==> config.mk <==
export PLATFORM = sky130hd
export DESIGN_NAME = process_value_alert_monitor
export DESIGN_NICKNAME = d
export VERILOG_FILES = /design/src/logic/alert_pkg.sv /design/src/logic/process_value_alert_monitor.sv
export SDC_FILE = /design/constraint.sdc
export NUM_CORES = 1
export LEC_CHECK = 0
export BUFFER_PORTS_ARGS = -buffer_cell sky130_fd_sc_hd__buf_2
export CORE_ASPECT_RATIO = 0.5
export CORE_MARGIN = 5
export CORE_UTILIZATION = 45
export DETAILED_ROUTE_END_ITERATION = 10
export GPL_ROUTABILITY_DRIVEN = 0
export MAX_ROUTING_LAYER = met4
export PLACE_DENSITY = 0.59
export SLEW_MARGIN = 20
export SYNTH_ARGS = -nofsm -noshare
export SYNTH_HDL_FRONTEND = slang
export SYNTH_SLANG_ARGS = --single-unit
==> constraint.sdc <==
create_clock -name aclk -period 6.52 [get_ports aclk]
set_clock_uncertainty 0.05 [all_clocks]
set_input_delay 0.978 -clock aclk [delete_from_list [all_inputs] [get_ports aclk]]
set_output_delay 0.978 -clock aclk [all_outputs]
set_load 0.1 [all_outputs]
==> src/logic/alert_pkg.sv <==
// Purpose: constants for the process value alert monitor
// Assumes: 32-bit AXI4-Lite register bus, one word per register
// Notes:   currents are given in microamps
package alert_pkg;
    // register byte offsets
    localparam logic [5:0] CTRL_OFS     = 6'h00;
    localparam logic [5:0] POLL_OFS     = 6'h04;
    localparam logic [5:0] HYST_OFS     = 6'h08;
    localparam logic [5:0] THR_OH_OFS   = 6'h0C;
    localparam logic [5:0] THR_IH_OFS   = 6'h10;
    localparam logic [5:0] THR_IL_OFS   = 6'h14;
    localparam logic [5:0] THR_OL_OFS   = 6'h18;
    localparam logic [5:0] STAT_OFS     = 6'h1C;
    localparam logic [5:0] IRQ_STAT_OFS = 6'h20;
    localparam logic [5:0] IRQ_CLR_OFS  = 6'h24;
    localparam logic [5:0] IRQ_EN_OFS   = 6'h28;
    localparam logic [3:0] LAST_IDX     = 4'hA;
    localparam logic [3:0] NO_IDX       = 4'hF;

    // alert order: enable bits, status bits, event bits
    localparam int AL_OH = 0;
    localparam int AL_IH = 1;
    localparam int AL_IL = 2;
    localparam int AL_OL = 3;
    localparam int NUM_AL = 4;

    // control and status fields
    localparam int CTRL_REV_BIT   = 4;
    localparam int STAT_JMP_BIT   = 4;
    localparam int STAT_HW_BIT    = 5;
    localparam int STAT_MODE_LSB  = 6;
    localparam int EV_REJECT_BIT  = 4;
    localparam int NUM_EV         = 5;

    // reset values
    localparam logic [4:0]  CTRL_RST   = 5'h00;
    localparam logic [3:0]  POLL_RST   = 4'h0;
    localparam logic [3:0]  POLL_MAX   = 4'hF;
    localparam logic [15:0] HYST_RST   = 16'h0000;
    localparam logic [15:0] THR_HI_RST = 16'h7FFF;
    localparam logic [15:0] THR_LO_RST = 16'h8000;
    localparam logic [4:0]  IRQ_RST    = 5'h00;

    // loop currents in microamps
    localparam logic [15:0] CUR_LOW_UA   = 16'h0EA6;
    localparam logic [15:0] CUR_HIGH_UA  = 16'h57E4;
    localparam logic [15:0] CUR_FIXED_UA = 16'h0FA0;

    typedef enum logic [1:0] {
        LOOP_NORMAL = 2'b00,
        LOOP_LOW    = 2'b01,
        LOOP_HIGH   = 2'b10,
        LOOP_FIXED  = 2'b11
    } loop_mode_e;
endpackage : alert_pkg

==> src/logic/process_value_alert_monitor.sv <==
// Purpose: four-threshold process value alerts with loop alarm forcing
// Assumes: process value samples arrive on aclk with a one-cycle strobe
// Notes:   jumper and hardware fault pins are synchronised
//
// Function
// - enabled outer high alert sets when value rises above its threshold
// - outer high alert clears once value is threshold minus deadband
// - enabled inner high alert sets when value rises above its threshold
// - inner high alert clears once value is threshold minus deadband
// - enabled inner low alert sets when value falls below its threshold
// - inner low alert clears once value is threshold plus deadband
// - enabled outer low alert sets when value falls below its threshold
// - outer low alert clears once value is threshold plus deadband
// - each alert compares only while its own enable is on
// - one shared deadband serves as hysteresis for all four alerts
// - tripped outer high alert forces loop to jumper-chosen alarm current
// - tripped outer low alert forces loop to jumper-chosen alarm current
// - direct action: high setting reads very high; reverse swaps it
// - non-zero polling address suppresses process value alarm currents
// - polling address 0 to 15; above 0 holds loop current fixed unless a hardware fault forces alarm level
// - hardware faults force alarm level even with outer alerts off
// - new inner thresholds are checked against the others for overlap
//
// Our own choices: the AXI4-Lite slave port and the placing of the registers.
`timescale 1ns/1ps
module process_value_alert_monitor #(
    parameter int PV_W = 16
) (
    // clock and reset
    input  wire logic              aclk,
    input  wire logic              aresetn,
    // axi4-lite write address
    input  wire logic [5:0]        s_axi_awaddr,
    input  wire logic              s_axi_awvalid,
    output logic                   s_axi_awready,
    // axi4-lite write data
    input  wire logic [31:0]       s_axi_wdata,
    input  wire logic [3:0]        s_axi_wstrb,
    input  wire logic              s_axi_wvalid,
    output logic                   s_axi_wready,
    // axi4-lite write response
    output logic [1:0]             s_axi_bresp,
    output logic                   s_axi_bvalid,
    input  wire logic              s_axi_bready,
    // axi4-lite read address
    input  wire logic [5:0]        s_axi_araddr,
    input  wire logic              s_axi_arvalid,
    output logic                   s_axi_arready,
    // axi4-lite read data
    output logic [31:0]            s_axi_rdata,
    output logic [1:0]             s_axi_rresp,
    output logic                   s_axi_rvalid,
    input  wire logic              s_axi_rready,
    // process value samples
    input  wire logic [PV_W-1:0]   process_value,
    input  wire logic              process_value_valid,
    // pins
    input  wire logic              alarm_jumper_high,
    input  wire logic              hw_fault,
    // loop output and alerts
    output logic [1:0]             loop_mode,
    output logic [15:0]            loop_current_ua,
    output logic [alert_pkg::NUM_AL-1:0] alerts,
    output logic                   irq
);
    localparam int NUM_AL_P = alert_pkg::NUM_AL;

    if (PV_W < 2 || PV_W > 16) begin : g_bad_width
        $error("PV_W must be between 2 and 16");
    end

    // register word index, or none for unmapped
    function automatic logic [3:0] reg_idx(input logic [5:0] a);
        reg_idx = (a[5:2] <= alert_pkg::LAST_IDX) ? a[5:2]
                                                  : alert_pkg::NO_IDX;
    endfunction : reg_idx

    // byte-lane merge of write data
    function automatic logic [31:0] merge(input logic [31:0] old,
                                          input logic [31:0] nw,
                                          input logic [3:0]  st);
        merge = old;
        for (int i = 0; i < 4; i++) begin
            if (st[i]) begin
                merge[i*8 +: 8] = nw[i*8 +: 8];
            end
        end
    endfunction : merge

    logic [4:0]                ctrl_reg;
    logic [3:0]                poll_reg;
    logic [PV_W-1:0]           hyst_reg;
    logic [PV_W-1:0]           thr_reg [alert_pkg::NUM_AL];
    logic [alert_pkg::NUM_EV-1:0] irq_stat_reg;
    logic [alert_pkg::NUM_EV-1:0] irq_en_reg;
    logic [NUM_AL_P-1:0]       alert_q_reg;
    logic [NUM_AL_P-1:0]       alert_bits;
    logic                      jmp_s1_reg;
    logic                      jmp_s2_reg;
    logic                      hw_s1_reg;
    logic                      hw_s2_reg;
    logic                      aw_full_reg;
    logic                      w_full_reg;
    logic [5:0]                aw_addr_reg;
    logic [31:0]               w_data_reg;
    logic [3:0]                w_strb_reg;
    logic                      do_write;
    logic [3:0]                widx;
    logic [31:0]               wword;
    logic                      reject;
    logic                      clr_we;
    logic [alert_pkg::NUM_EV-1:0] events;
    logic signed [PV_W:0]      cand;

    // pin synchronisers
    always_ff @(posedge aclk) begin
        if (!aresetn) begin
            jmp_s1_reg <= 1'b0;
            jmp_s2_reg <= 1'b0;
            hw_s1_reg  <= 1'b0;
            hw_s2_reg  <= 1'b0;
        end else begin
            jmp_s1_reg <= alarm_jumper_high;
            jmp_s2_reg <= jmp_s1_reg;
            hw_s1_reg  <= hw_fault;
            hw_s2_reg  <= hw_s1_reg;
        end
    end

    // write channel capture
    assign s_axi_awready = !aw_full_reg && !s_axi_bvalid;
    assign s_axi_wready  = !w_full_reg && !s_axi_bvalid;
    assign do_write      = aw_full_reg && w_full_reg && !s_axi_bvalid;
    assign widx          = reg_idx(aw_addr_reg);

    always_ff @(posedge aclk) begin
        if (!aresetn) begin
            aw_full_reg  <= 1'b0;
            w_full_reg   <= 1'b0;
            aw_addr_reg  <= 6'h00;
            w_data_reg   <= 32'h00000000;
            w_strb_reg   <= 4'h0;
            s_axi_bvalid <= 1'b0;
            s_axi_bresp  <= 2'b00;
        end else begin
            if (s_axi_awvalid && s_axi_awready) begin
                aw_full_reg <= 1'b1;
                aw_addr_reg <= s_axi_awaddr;
            end
            if (s_axi_wvalid && s_axi_wready) begin
                w_full_reg <= 1'b1;
                w_data_reg <= s_axi_wdata;
                w_strb_reg <= s_axi_wstrb;
            end
            if (do_write) begin
                aw_full_reg  <= 1'b0;
                w_full_reg   <= 1'b0;
                s_axi_bvalid <= 1'b1;
                s_axi_bresp  <= (widx == alert_pkg::NO_IDX) ? 2'b10 : 2'b00;
            end else if (s_axi_bvalid && s_axi_bready) begin
                s_axi_bvalid <= 1'b0;
            end
        end
    end

    // candidate word and inner threshold overlap check
    always_comb begin
        wword  = 32'h00000000;
        reject = 1'b0;
        case (widx)
            alert_pkg::THR_IH_OFS[5:2]: begin
                wword = merge({{(32-PV_W){1'b0}}, thr_reg[alert_pkg::AL_IH]},
                              w_data_reg, w_strb_reg);
            end
            alert_pkg::THR_IL_OFS[5:2]: begin
                wword = merge({{(32-PV_W){1'b0}}, thr_reg[alert_pkg::AL_IL]},
                              w_data_reg, w_strb_reg);
            end
            default: begin
                wword = merge(32'h00000000, w_data_reg, w_strb_reg);
            end
        endcase
        cand = {wword[PV_W-1], wword[PV_W-1:0]};
        if (widx == alert_pkg::THR_IH_OFS[5:2]) begin
            reject = (cand > $signed({thr_reg[alert_pkg::AL_OH][PV_W-1],
                                      thr_reg[alert_pkg::AL_OH]}))
                  || (cand < $signed({thr_reg[alert_pkg::AL_IL][PV_W-1],
                                      thr_reg[alert_pkg::AL_IL]}));
        end else if (widx == alert_pkg::THR_IL_OFS[5:2]) begin
            reject = (cand < $signed({thr_reg[alert_pkg::AL_OL][PV_W-1],
                                      thr_reg[alert_pkg::AL_OL]}))
                  || (cand > $signed({thr_reg[alert_pkg::AL_IH][PV_W-1],
                                      thr_reg[alert_pkg::AL_IH]}));
        end
    end

    // configuration registers
    always_ff @(posedge aclk) begin
        if (!aresetn) begin
            ctrl_reg   <= alert_pkg::CTRL_RST;
            poll_reg   <= alert_pkg::POLL_RST;
            hyst_reg   <= alert_pkg::HYST_RST[PV_W-1:0];
            irq_en_reg <= alert_pkg::IRQ_RST;
            thr_reg[alert_pkg::AL_OH] <= alert_pkg::THR_HI_RST[15 -: PV_W];
            thr_reg[alert_pkg::AL_IH] <= alert_pkg::THR_HI_RST[15 -: PV_W];
            thr_reg[alert_pkg::AL_IL] <= alert_pkg::THR_LO_RST[15 -: PV_W];
            thr_reg[alert_pkg::AL_OL] <= alert_pkg::THR_LO_RST[15 -: PV_W];
        end else if (do_write) begin
            case (widx)
                alert_pkg::CTRL_OFS[5:2]:   ctrl_reg <= wword[4:0];
                alert_pkg::POLL_OFS[5:2]:   poll_reg <= wword[3:0];
                alert_pkg::HYST_OFS[5:2]:   hyst_reg <= wword[PV_W-1:0];
                alert_pkg::IRQ_EN_OFS[5:2]: irq_en_reg <= wword[4:0];
                alert_pkg::THR_OH_OFS[5:2]: begin
                    thr_reg[alert_pkg::AL_OH] <= wword[PV_W-1:0];
                end
                alert_pkg::THR_IH_OFS[5:2]: begin
                    if (!reject) begin
                        thr_reg[alert_pkg::AL_IH] <= wword[PV_W-1:0];
                    end
                end
                alert_pkg::THR_IL_OFS[5:2]: begin
                    if (!reject) begin
                        thr_reg[alert_pkg::AL_IL] <= wword[PV_W-1:0];
                    end
                end
                alert_pkg::THR_OL_OFS[5:2]: begin
                    thr_reg[alert_pkg::AL_OL] <= wword[PV_W-1:0];
                end
                default: ;
            endcase
        end
    end

    // per-alert compare with shared deadband
    for (genvar g = 0; g < NUM_AL_P; g++) begin : g_alert
        localparam bit IS_HIGH = (g < 2);
        logic                  alert_reg;
        logic signed [PV_W+1:0] pv_x;
        logic signed [PV_W+1:0] thr_x;
        logic signed [PV_W+1:0] hy_x;

        assign pv_x  = {{2{process_value[PV_W-1]}}, process_value};
        assign thr_x = {{2{thr_reg[g][PV_W-1]}}, thr_reg[g]};
        assign hy_x  = {2'b00, hyst_reg};
        assign alert_bits[g] = alert_reg;

        always_ff @(posedge aclk) begin
            if (!aresetn) begin
                alert_reg <= 1'b0;
            end else if (!ctrl_reg[g]) begin
                alert_reg <= 1'b0;
            end else if (process_value_valid) begin
                if (IS_HIGH) begin
                    if (pv_x > thr_x) begin
                        alert_reg <= 1'b1;
                    end else if (pv_x <= thr_x - hy_x) begin
                        alert_reg <= 1'b0;
                    end
                end else begin
                    if (pv_x < thr_x) begin
                        alert_reg <= 1'b1;
                    end else if (pv_x >= thr_x + hy_x) begin
                        alert_reg <= 1'b0;
                    end
                end
            end
        end
    end

    assign alerts = alert_bits;

    // sticky interrupt status, set wins over clear
    assign clr_we = do_write && (widx == alert_pkg::IRQ_CLR_OFS[5:2]);
    assign events = {do_write && reject, alert_bits & ~alert_q_reg};

    always_ff @(posedge aclk) begin
        if (!aresetn) begin
            alert_q_reg  <= '0;
            irq_stat_reg <= alert_pkg::IRQ_RST;
            irq          <= 1'b0;
        end else begin
            alert_q_reg  <= alert_bits;
            irq_stat_reg <= (irq_stat_reg & ~(clr_we ? wword[4:0] : 5'h00))
                          | events;
            irq          <= |(irq_stat_reg & irq_en_reg);
        end
    end

    // loop output selection
    always_ff @(posedge aclk) begin
        if (!aresetn) begin
            loop_mode       <= alert_pkg::LOOP_NORMAL;
            loop_current_ua <= 16'h0000;
        end else if (hw_s2_reg
                 || (poll_reg == 4'h0
                 && (alert_bits[alert_pkg::AL_OH]
                 ||  alert_bits[alert_pkg::AL_OL]))) begin
            if (jmp_s2_reg ^ ctrl_reg[alert_pkg::CTRL_REV_BIT]) begin
                loop_mode       <= alert_pkg::LOOP_HIGH;
                loop_current_ua <= alert_pkg::CUR_HIGH_UA;
            end else begin
                loop_mode       <= alert_pkg::LOOP_LOW;
                loop_current_ua <= alert_pkg::CUR_LOW_UA;
            end
        end else if (poll_reg != 4'h0) begin
            loop_mode       <= alert_pkg::LOOP_FIXED;
            loop_current_ua <= alert_pkg::CUR_FIXED_UA;
        end else begin
            loop_mode       <= alert_pkg::LOOP_NORMAL;
            loop_current_ua <= 16'h0000;
        end
    end

    // read channel
    assign s_axi_arready = !s_axi_rvalid;

    always_ff @(posedge aclk) begin
        if (!aresetn) begin
            s_axi_rvalid <= 1'b0;
            s_axi_rdata  <= 32'h00000000;
            s_axi_rresp  <= 2'b00;
        end else if (s_axi_arvalid && s_axi_arready) begin
            s_axi_rvalid <= 1'b1;
            s_axi_rresp  <= 2'b00;
            s_axi_rdata  <= 32'h00000000;
            case (reg_idx(s_axi_araddr))
                alert_pkg::CTRL_OFS[5:2]: s_axi_rdata[4:0] <= ctrl_reg;
                alert_pkg::POLL_OFS[5:2]: s_axi_rdata[3:0] <= poll_reg;
                alert_pkg::HYST_OFS[5:2]: s_axi_rdata[PV_W-1:0] <= hyst_reg;
                alert_pkg::THR_OH_OFS[5:2]: begin
                    s_axi_rdata[PV_W-1:0] <= thr_reg[alert_pkg::AL_OH];
                end
                alert_pkg::THR_IH_OFS[5:2]: begin
                    s_axi_rdata[PV_W-1:0] <= thr_reg[alert_pkg::AL_IH];
                end
                alert_pkg::THR_IL_OFS[5:2]: begin
                    s_axi_rdata[PV_W-1:0] <= thr_reg[alert_pkg::AL_IL];
                end
                alert_pkg::THR_OL_OFS[5:2]: begin
                    s_axi_rdata[PV_W-1:0] <= thr_reg[alert_pkg::AL_OL];
                end
                alert_pkg::STAT_OFS[5:2]: begin
                    s_axi_rdata[7:0] <= {loop_mode, hw_s2_reg,
                                         jmp_s2_reg, alert_bits};
                end
                alert_pkg::IRQ_STAT_OFS[5:2]: begin
                    s_axi_rdata[4:0] <= irq_stat_reg;
                end
                alert_pkg::IRQ_EN_OFS[5:2]: s_axi_rdata[4:0] <= irq_en_reg;
                alert_pkg::IRQ_CLR_OFS[5:2]: ;
                default: s_axi_rresp <= 2'b10;
            endcase
        end else if (s_axi_rvalid && s_axi_rready) begin
            s_axi_rvalid <= 1'b0;
        end
    end
endmodule : process_value_alert_monitor

# After elaboration in Yosys (flattened, before gate mapping)
# Memories as Yosys holds them, arrays and structs flattened.
# Index checks and enable logic that the tools add are counted.
# totals
reg_bits	132
latchBits	0
ramBits	64
mem_bits_ro	0
in_bits	74
output_inout_bits	64
word_cells	180
mem_count	1
# memory_table
memory	depth	width	rd	rd_clocked_by_memory_dff	wr	line	source
thr_reg	4	16	4	0	4	process_value_alert_monitor.sv:93	logic [PV_W-1:0] thr_reg [alert_pkg::NUM_AL];
# classes
add_sub_neg	4
multipliers	0
n_div	0
magnitude_cmp	14
n_eq_ne	19
shift	0
mux	58
n_bitwise	12
reduce_logical	45
# ops
op	n
16-bit two-way mux	5
16-bit > comparator	4
16-bit < comparator	4
8-bit two-way mux	6
4-bit case mux with 10 select lines	1
8-bit case mux with 5 select lines	1
16-bit by 17-bit adder with 18-bit output	2
16-bit by 18-bit >= comparator with 1-bit output	2
16-bit by 18-bit less-or-equal comparator with 1-bit output	2
16-bit by 17-bit subtractor with 18-bit output	2
1-bit two-way mux	32
16-bit case mux with 2 select lines	1
4-bit by 3-bit == test with 1-bit output (second input constant)	7
4-bit == test (second input constant)	6
2-bit AND reduction	12
3-bit case mux with 6 select lines	1
4-bit by 2-bit == test with 1-bit output (second input constant)	4
15-bit two-way mux	1
1-bit logical AND	12
4-bit logical NOT	3
12-bit two-way mux	1
2-bit nonzero test	6
11-bit OR reduction	1
5-bit AND	2
18 further kinds	34

# Longest topological paths before layout
# Gate-level depths: netlist of the first run.
# depth
word_depth	14
depth_mapped	21
mapped_depth_nobuf	21

# Least setup slack after synthesis of the first run
# OpenSTA, ideal clock, no wires.
# synth_path
path_type	register -> register
start	register aw_addr_reg[5]
end	memory thr_reg[1][0] (enable)
setup_time_ns	0.411
arrival_time_ns	4.402
required_ns	6.059
path_slack_ns	1.657
path_stages_with_launch	16
path_buffers	3
synth_period_minus_slack_ns	4.863
cell_sequence	dfxtp_1 -> clkbuf_1 -> nor4bb_1 -> clkbuf_1 -> clkbuf_1 -> a22oi_1 -> nor2_1 -> a21oi_1 -> inv_1 -> ha_1 -> a41oi_1 -> or4b_2 -> o22ai_1 -> mux2_1 -> nand3_1 -> o21ai_0
# synth_lines
item	line	source
start: declaration	process_value_alert_monitor.sv:104	logic [5:0] aw_addr_reg;
start signal: assignment	process_value_alert_monitor.sv:148	aw_addr_reg <= s_axi_awaddr;
end: declaration	process_value_alert_monitor.sv:93	

==> results of run 1 <==
## report_power, final
| part | internal [mW] | switching, mW | total, mW |
|---|---|---|---|
| Clock | 0.534 | 0.439 | 0.974 |
| Sequential | 1.08 | 0.0432 | 1.12 |
| Combinational | 0.161 | 0.408 | 0.569 |
## synth_stat cells (all sizes together) (28+ instances only)
master and n:
dfxtp 98, inv 127, buf 44, nand4 36, o21ai 111, mux2i 28, xnor2 33, nand2 164
ha 264, clkbuf 43, nor2 181, edfxtp 64, a21o 50, a21oi 184
## routing by layer
metal	vias to the layer above	share of wire [%]	GRT usage, %
li1	6518	-	-
met1	6460	48	42.8
met2	654	39	37.1
met3	34	12	7.04
met4	0	0.98	4.14
met5	-	0	-
## logic make-up after synthesis
logic type,after synthesis,synth area share [%]
and+or+nand+nor,546,17.7
AOI/OAI and AO/OA,501,20.8
adders and majority gates,268,22.9
buffers and inverters,214,6.42
DFF,162,26.3
xor gates and xnor gates,56,3.32
muxes,34,2.51
other,1,0.0254
## critical path, delay by kind of cell (launching register included)
| family | cells | cell delay (ps) |
|---|---|---|
| flops | 1 | 610 |
| buf+inv | 2 | 540 |
| simple gates | 5 | 1360 |
| compound gates | 5 | 1430 |
| mux | 1 | 410 |
| fa+ha+maj | 1 | 370 |
## area by class of cell
| class | count | share of cell area, % |
|---|---|---|
| multi-input combinational | 1428 | 62.4 |
| sequential | 162 | 24.2 |
| timing repair buffer | 107 | 3.57 |
| tap | 432 | 3.36 |
| inverter | 127 | 2.97 |
| clock buffer | 21 | 2.96 |
| clock inverter | 11 | 0.568 |
## path summary, 6_finish.rpt
| kind | slack [ps] | from | end | depth (start not counted) |
|---|---|---|---|---|
| setup / recovery | 1340 | aw_addr_reg[2] | thr_reg[2][7] | 14 |
| hold / removal | 380 | jmp_s1_reg | jmp_s2_reg | 1 |
| setup reg to reg | 1340 | aw_addr_reg[2] | thr_reg[2][7] | 14 |
| hold reg to reg | 380 | jmp_s1_reg | jmp_s2_reg | 1 |
## metrics by stage
step                      power [mW]  hold WS (ps)  instances  worst slack (ps)  cell area [um^2]
after floorplan                 1.55           362       1804              1660             14900
after global routing            2.77           416       2288              1000             16100
final                           2.66           385       2288              1340             16100
after global placement          1.70           368       2256              1440             15500
after detailed placement        1.70           368       2256              1420             15500
after CTS                       2.67           385       2288              1400             16100
==> metrics.cfg, run 1 <==
[yosys]
syn_inst = 1782
synth_area_per_cell_um2 = 8.29
synth-main-ff-cell = dfxtp_1
seq_area_frac_synth_pct = 26.3
async_flop_share_pct = 0
synth.cell_area_mm2 = 0.0148
synth_top_area_cell = ha_1
synth.distinct_cells = 76
synth-edff-count = 64
yosys_warnings = 0
ys_ff_latch = 162
synth_top_area_share_pct = 22.4
synthTopCellsByArea = ha_1 (22%), dfxtp_1 (13%), edfxtp_1 (13%)

[floorplanning]
ioPinCount = 138
dieWidth_um = 266
dieHeight_um = 138
core-area_mm2 = 0.0320
rows = 46
start_util_pct = 46.2
die_area_mm2 = 0.0368

[worst_setup_path]
end_kind = register
slowest_delay_ps = 680
cpMaxStageDelayCell = or4b_2
arrival_ps = 5180
crit_chain = nor4b_4 > buf_4 > a22oi_1 > nor2_1 > a21oi_1 > inv_1 > ha_1 > a41oi_1 > or4b_2 > o22ai_1 > mux2_1 > and3_1 > or2_2 > a21o_1
startpoint_type = register
cp_max_fo = 19
worstPathRequired_ps = 6520
critical_path_class = reg -> reg

[min_path]
hold_class = reg -> reg

[grt]
grt_util_all_layers_pct = 27.9
grt_pass1_vias = 12600
grt_max_degree = 73
grt_pass1_wl_um = 76700
overflow = 0
antenna_found_initial = 0

[sta]
period_needed_ps = 5180
setup_viol = 0
slew_headroom_pct = 22.3
clock.fmax_mhz = 193
hold_violations = 0
finalSetupTns_ps = 0
rsz0062_at_grt = no
fin_crit_sh_pct = 79.5
worst_pin_slew_ps = 1160
slew_violations = 0

[clock_tree]
htreeDepth = 4
cts_tree = yes
hold_buffers = 0
clock_latency_ps = 430
cts_inserted_buffers = 17
cts.sinks = 162
clk_transition_reported_paths_ps = 70
cts.repair.resized = 0
clockBufferDepth = 2
post_cts_buffers = 0
cts_root_buf = clkbuf_16

[power_and_ir_drop]
p_leak_nw = 7.49
peakVddDrop_v = 0.000160
powerDensity_mw_per_mm2 = 166

[layout]
seq_area_mm2 = 0.00388
largest_reg_flops = 64
nets = 2185
syn_to_final_growth_pct = 8.83
multiInputGateArea_mm2 = 0.0100
layout_common_cells = ha_1 (264), a21oi_1 (184), nor2_1 (180)
diodes = 0
drive_above_1_share_pct = 8.78
final_common_cell = ha_1
postLayoutCoreUtil_pct = 50.2
filler_cell_count = 3174

[outcome]
status = finished, final reports clean

[routing]
antenna_left = 0
via_per_inst = 5.97
drt_iter0_markers = 1547
vias = 13700
wirelength_um = 51500
first_pass_iters = 9
wl_per_cell_um = 22.5
drc = 0

[placement]
place_hpwl_um = 41200
io_buffers = 92

[flow_run]
max_cap_violations = 0

(Power assumes the default switching activity.)
==> run 2: changes to the inputs <==
Settings changed: ABC_AREA from default to 1.
Clock period 6.52 ns to 4.8 ns, I/O delays scaled along.
==> run 2 against run 1 <==
Sequential power grew 37%; register-to-register slack lost 970 ps; non-clock buffer count grew 18; flip-flop and latch count is the same; critical path type unchanged; global-route usage grew 2.1 points; die area is essentially flat; via count grew 5.2%; largest power group unchanged.
==> metrics.cfg, run 2 <==
[worst_setup_path]
slowest_delay_ps = 430  ; -250 ps
critPathBufInv = 4  ; +2
cp_max_fo = 5  ; -14
regToRegSetupSlack_ps = 370  ; -970 ps
startpoint_type = register
end_kind = register
r2r-start = hyst_reg[4]
ff2ff_path_depth = 26  ; +12
cp_common_cell = nand2_1
r2r-end = g_alert[1].alert_reg
critPathTopFamily = simple AND/OR/NAND/NOR gates
crit_path_start = hyst_reg[4]
worstPathRequired_ps = 5080  ; -1440 ps
cpMaxStageDelayCell = ha_1
critical_path_class = reg -> reg
arrival_ps = 4710  ; -470 ps

[grt]
grt_max_degree = 67  ; -8.2%
antenna_found_initial = 2  ; +2
grt_pass1_wl_um = 81500  ; +6.3%
grt_util_all_layers_pct = 30.0  ; +2.1 points
grt_pass1_vias = 13400  ; +6.4%
overflow = 0  ; unchanged

[yosys]
synthMostInstantiatedCell = nand2_1
ys_ff_latch = 162  ; unchanged
syn_inst = 1969  ; +10%
yosys_warnings = 0  ; unchanged
synth_top_area_share_pct = 22.3  ; -0.023 points
synth_area_per_cell_um2 = 7.51  ; -9.4%
synth-main-ff-cell = dfxtp_1
async_flop_share_pct = 0  ; unchanged
synth_top_area_cell = ha_1
synth.distinct_cells = 55  ; -28%
seq_area_frac_synth_pct = 26.3  ; -0.027 points
synth_common_cells = nand2_1 (324), inv_1 (300), ha_1 (264)
synth.cell_area_mm2 = 0.0148  ; +0.10%
synth-edff-count = 64  ; unchanged
synthTopCellsByArea = ha_1 (22%), dfxtp_1 (13%), edfxtp_1 (13%)

[floorplanning]
dieHeight_um = 138  ; about the same
core-area_mm2 = 0.0321  ; +0.18%
start_util_pct = 46.1  ; about the same
rows = 46  ; unchanged
ioPinCount = 138  ; unchanged
die_area_mm2 = 0.0368  ; about the same
dieWidth_um = 266  ; about the same

[routing]
vias = 14400  ; +5.2%
antenna_left = 0  ; unchanged
first_pass_iters = 9  ; unchanged
drc = 0  ; unchanged
wirelength_um = 55000  ; +6.8%
wl_per_cell_um = 21.9  ; -2.8%
drt_iter0_markers = 1684  ; +8.9%
via_per_inst = 5.72  ; -4.3%

[layout]
final_common_cell = nand2_1
largest_reg_flops = 64  ; unchanged
layout_common_cells = nand2_1 (324), inv_1 (298), ha_1 (264)
fin_cells = 2515  ; +9.9%
syn_to_final_growth_pct = 10.5
nets = 2410  ; +10%
drive_above_1_share_pct = 9.47  ; +0.68 points
fin_area_mm2 = 0.0163  ; +1.6%

[clock_tree]
clock_latency_ps = 450  ; +20 ps
clockBufferDepth = 2  ; unchanged
cts_tree = yes
cts_inserted_buffers = 17  ; unchanged
cts_root_buf = clkbuf_16
htreeDepth = 4  ; unchanged
cts.sinks = 162  ; unchanged
clk_transition_reported_paths_ps = 70  ; about the same

[sta]
period_needed_ps = 4430  ; -750 ps
setup_viol = 0  ; unchanged
slew_headroom_pct = 30.5  ; +8.1 points
rsz0062_at_grt = no
clock.fmax_mhz = 225  ; +17%
finalSetupTns_ps = 0  ; unchanged
slew_violations = 0  ; unchanged
worst_pin_slew_ps = 1040  ; -122 ps
hold_ws_ps = 362  ; -22.5 ps
hold_violations = 0  ; unchanged
fin_crit_sh_pct = 92.4  ; +13 points

[placement]
dpl.cell_count = 2481  ; +10%
io_buffers = 92  ; unchanged
placed_area_mm2 = 0.0157  ; +1.4%
place_hpwl_um = 43500  ; +5.5%

[power_and_ir_drop]
peakVddDrop_v = 0.000248  ; +55%
p_leak_nw = 8.09  ; +8.0%
p_total_mw = 3.80  ; +43%
powerDensity_mw_per_mm2 = 233  ; +40%

[outcome]
status = finished, final reports clean

[min_path]
whs_endpoint = hw_s2_reg
hold_class = reg -> reg
whs_path_depth = 2  ; +1
hold_path_startpoint = hw_s1_reg

[flow_run]
max_cap_violations = 0  ; unchanged

-- run 2: changes by cell type in the layout (fill, tap and decap cells not counted), sizes merged, moves of 33 or more --
cell / before / now
inv: 133 / 313
nand2: 164 / 330
a21o: 50 / 3
nand3: 19 / 56
o21ai: 111 / 148
o22ai: 3 / 40
nor2: 181 / 148
-- run 2: metal layers --
metal,vias to the layer above,wire length [um],GRT usage (%)
met5,-,0,-
met4,0,788,5.55
met3,69,7550,10.3
met2,718,22300,41.8
met1,6683,24300,42.3
li1,6904,-,-
-- run 2: power by group --
group	internal, mW	switching (mW)	leakage, nW
clock network	0.775	0.600	0.288
registers	1.47	0.0517	1.35
logic	0.228	0.673	6.46
total	2.48	1.32	8.09
-- run 2: layout make-up --
class                           instances  area [um^2]
Fill cell                            3249        15700
Multi-Input combinational cell       1452         9440
Sequential cell                       162         3880
Inverter                              310         1160
Timing Repair Buffer                  125          708
Tap cell                              432          541
Clock buffer                           24          526
Clock inverter                          8         60.1
Antenna cell                            2         5.00
-- run 2: cell families after synthesis --
| kind of cell | count (synthesis) | share of synthesized area, % |
|---|---|---|
| AO/OA/AOI/OAI | 487 | 18.5 |
| XOR/XNOR | 61 | 3.61 |
| adder cells (fa/ha/maj) | 268 | 22.9 |
| buffers and inverters | 377 | 10.6 |
| flip-flops | 162 | 26.3 |
| other | 1 | 0.0254 |
| AND/OR/NAND/NOR | 613 | 18.2 |
-- run 2: metrics by stage --
step	setup slack [ps]	util, %
2_1_floorplan	676	-
3_3_place_gp	365	49.0
3_5_place_dp	304	49.0
4_1_cts	272	50.9
5_1_grt	32.2	50.9
6_report	365	50.9
-- run 2: how the worst max path moves through the flow --
stage / cells after the start / to
detailed placement: 23 / g_alert[0].alert_reg
finish: 26 / g_alert[1].alert_reg
floorplan: 17 / thr_reg[1][0]
global placement: 21 / g_alert[0].alert_reg
global route: 23 / g_alert[0].alert_reg
CTS: 23 / g_alert[0].alert_reg
-- run 2: worst reg2reg max path: stages (launching register included) --
cell and delay, ps:
dfxtp_1 420, inv_1 200, ha_1 430, nand2_1 80
inv_1 70, nand3_1 80, nor3_1 160, a21oi_1 150
or2_2 310, o21bai_1 210, a21oi_1 100, o21bai_1 210
nand2_1 70, nand2_1 60, nand2_1 40, inv_1 50
ha_1 280, nand2_1 190, o21ai_0 130, a21oi_1 220
nand3_1 140, nand2_1 90, inv_1 50, o22ai_2 210
nand2_1 180, nand2_1 90, a21oi_1 60
-- run 2: what timing repair did --
item / in CTS / in global routing
resized for setup: 0 / 6
buffers inserted: 0 / 0
hold buffers: 0 / 0
endpoints found under the setup margin: 0 / 3
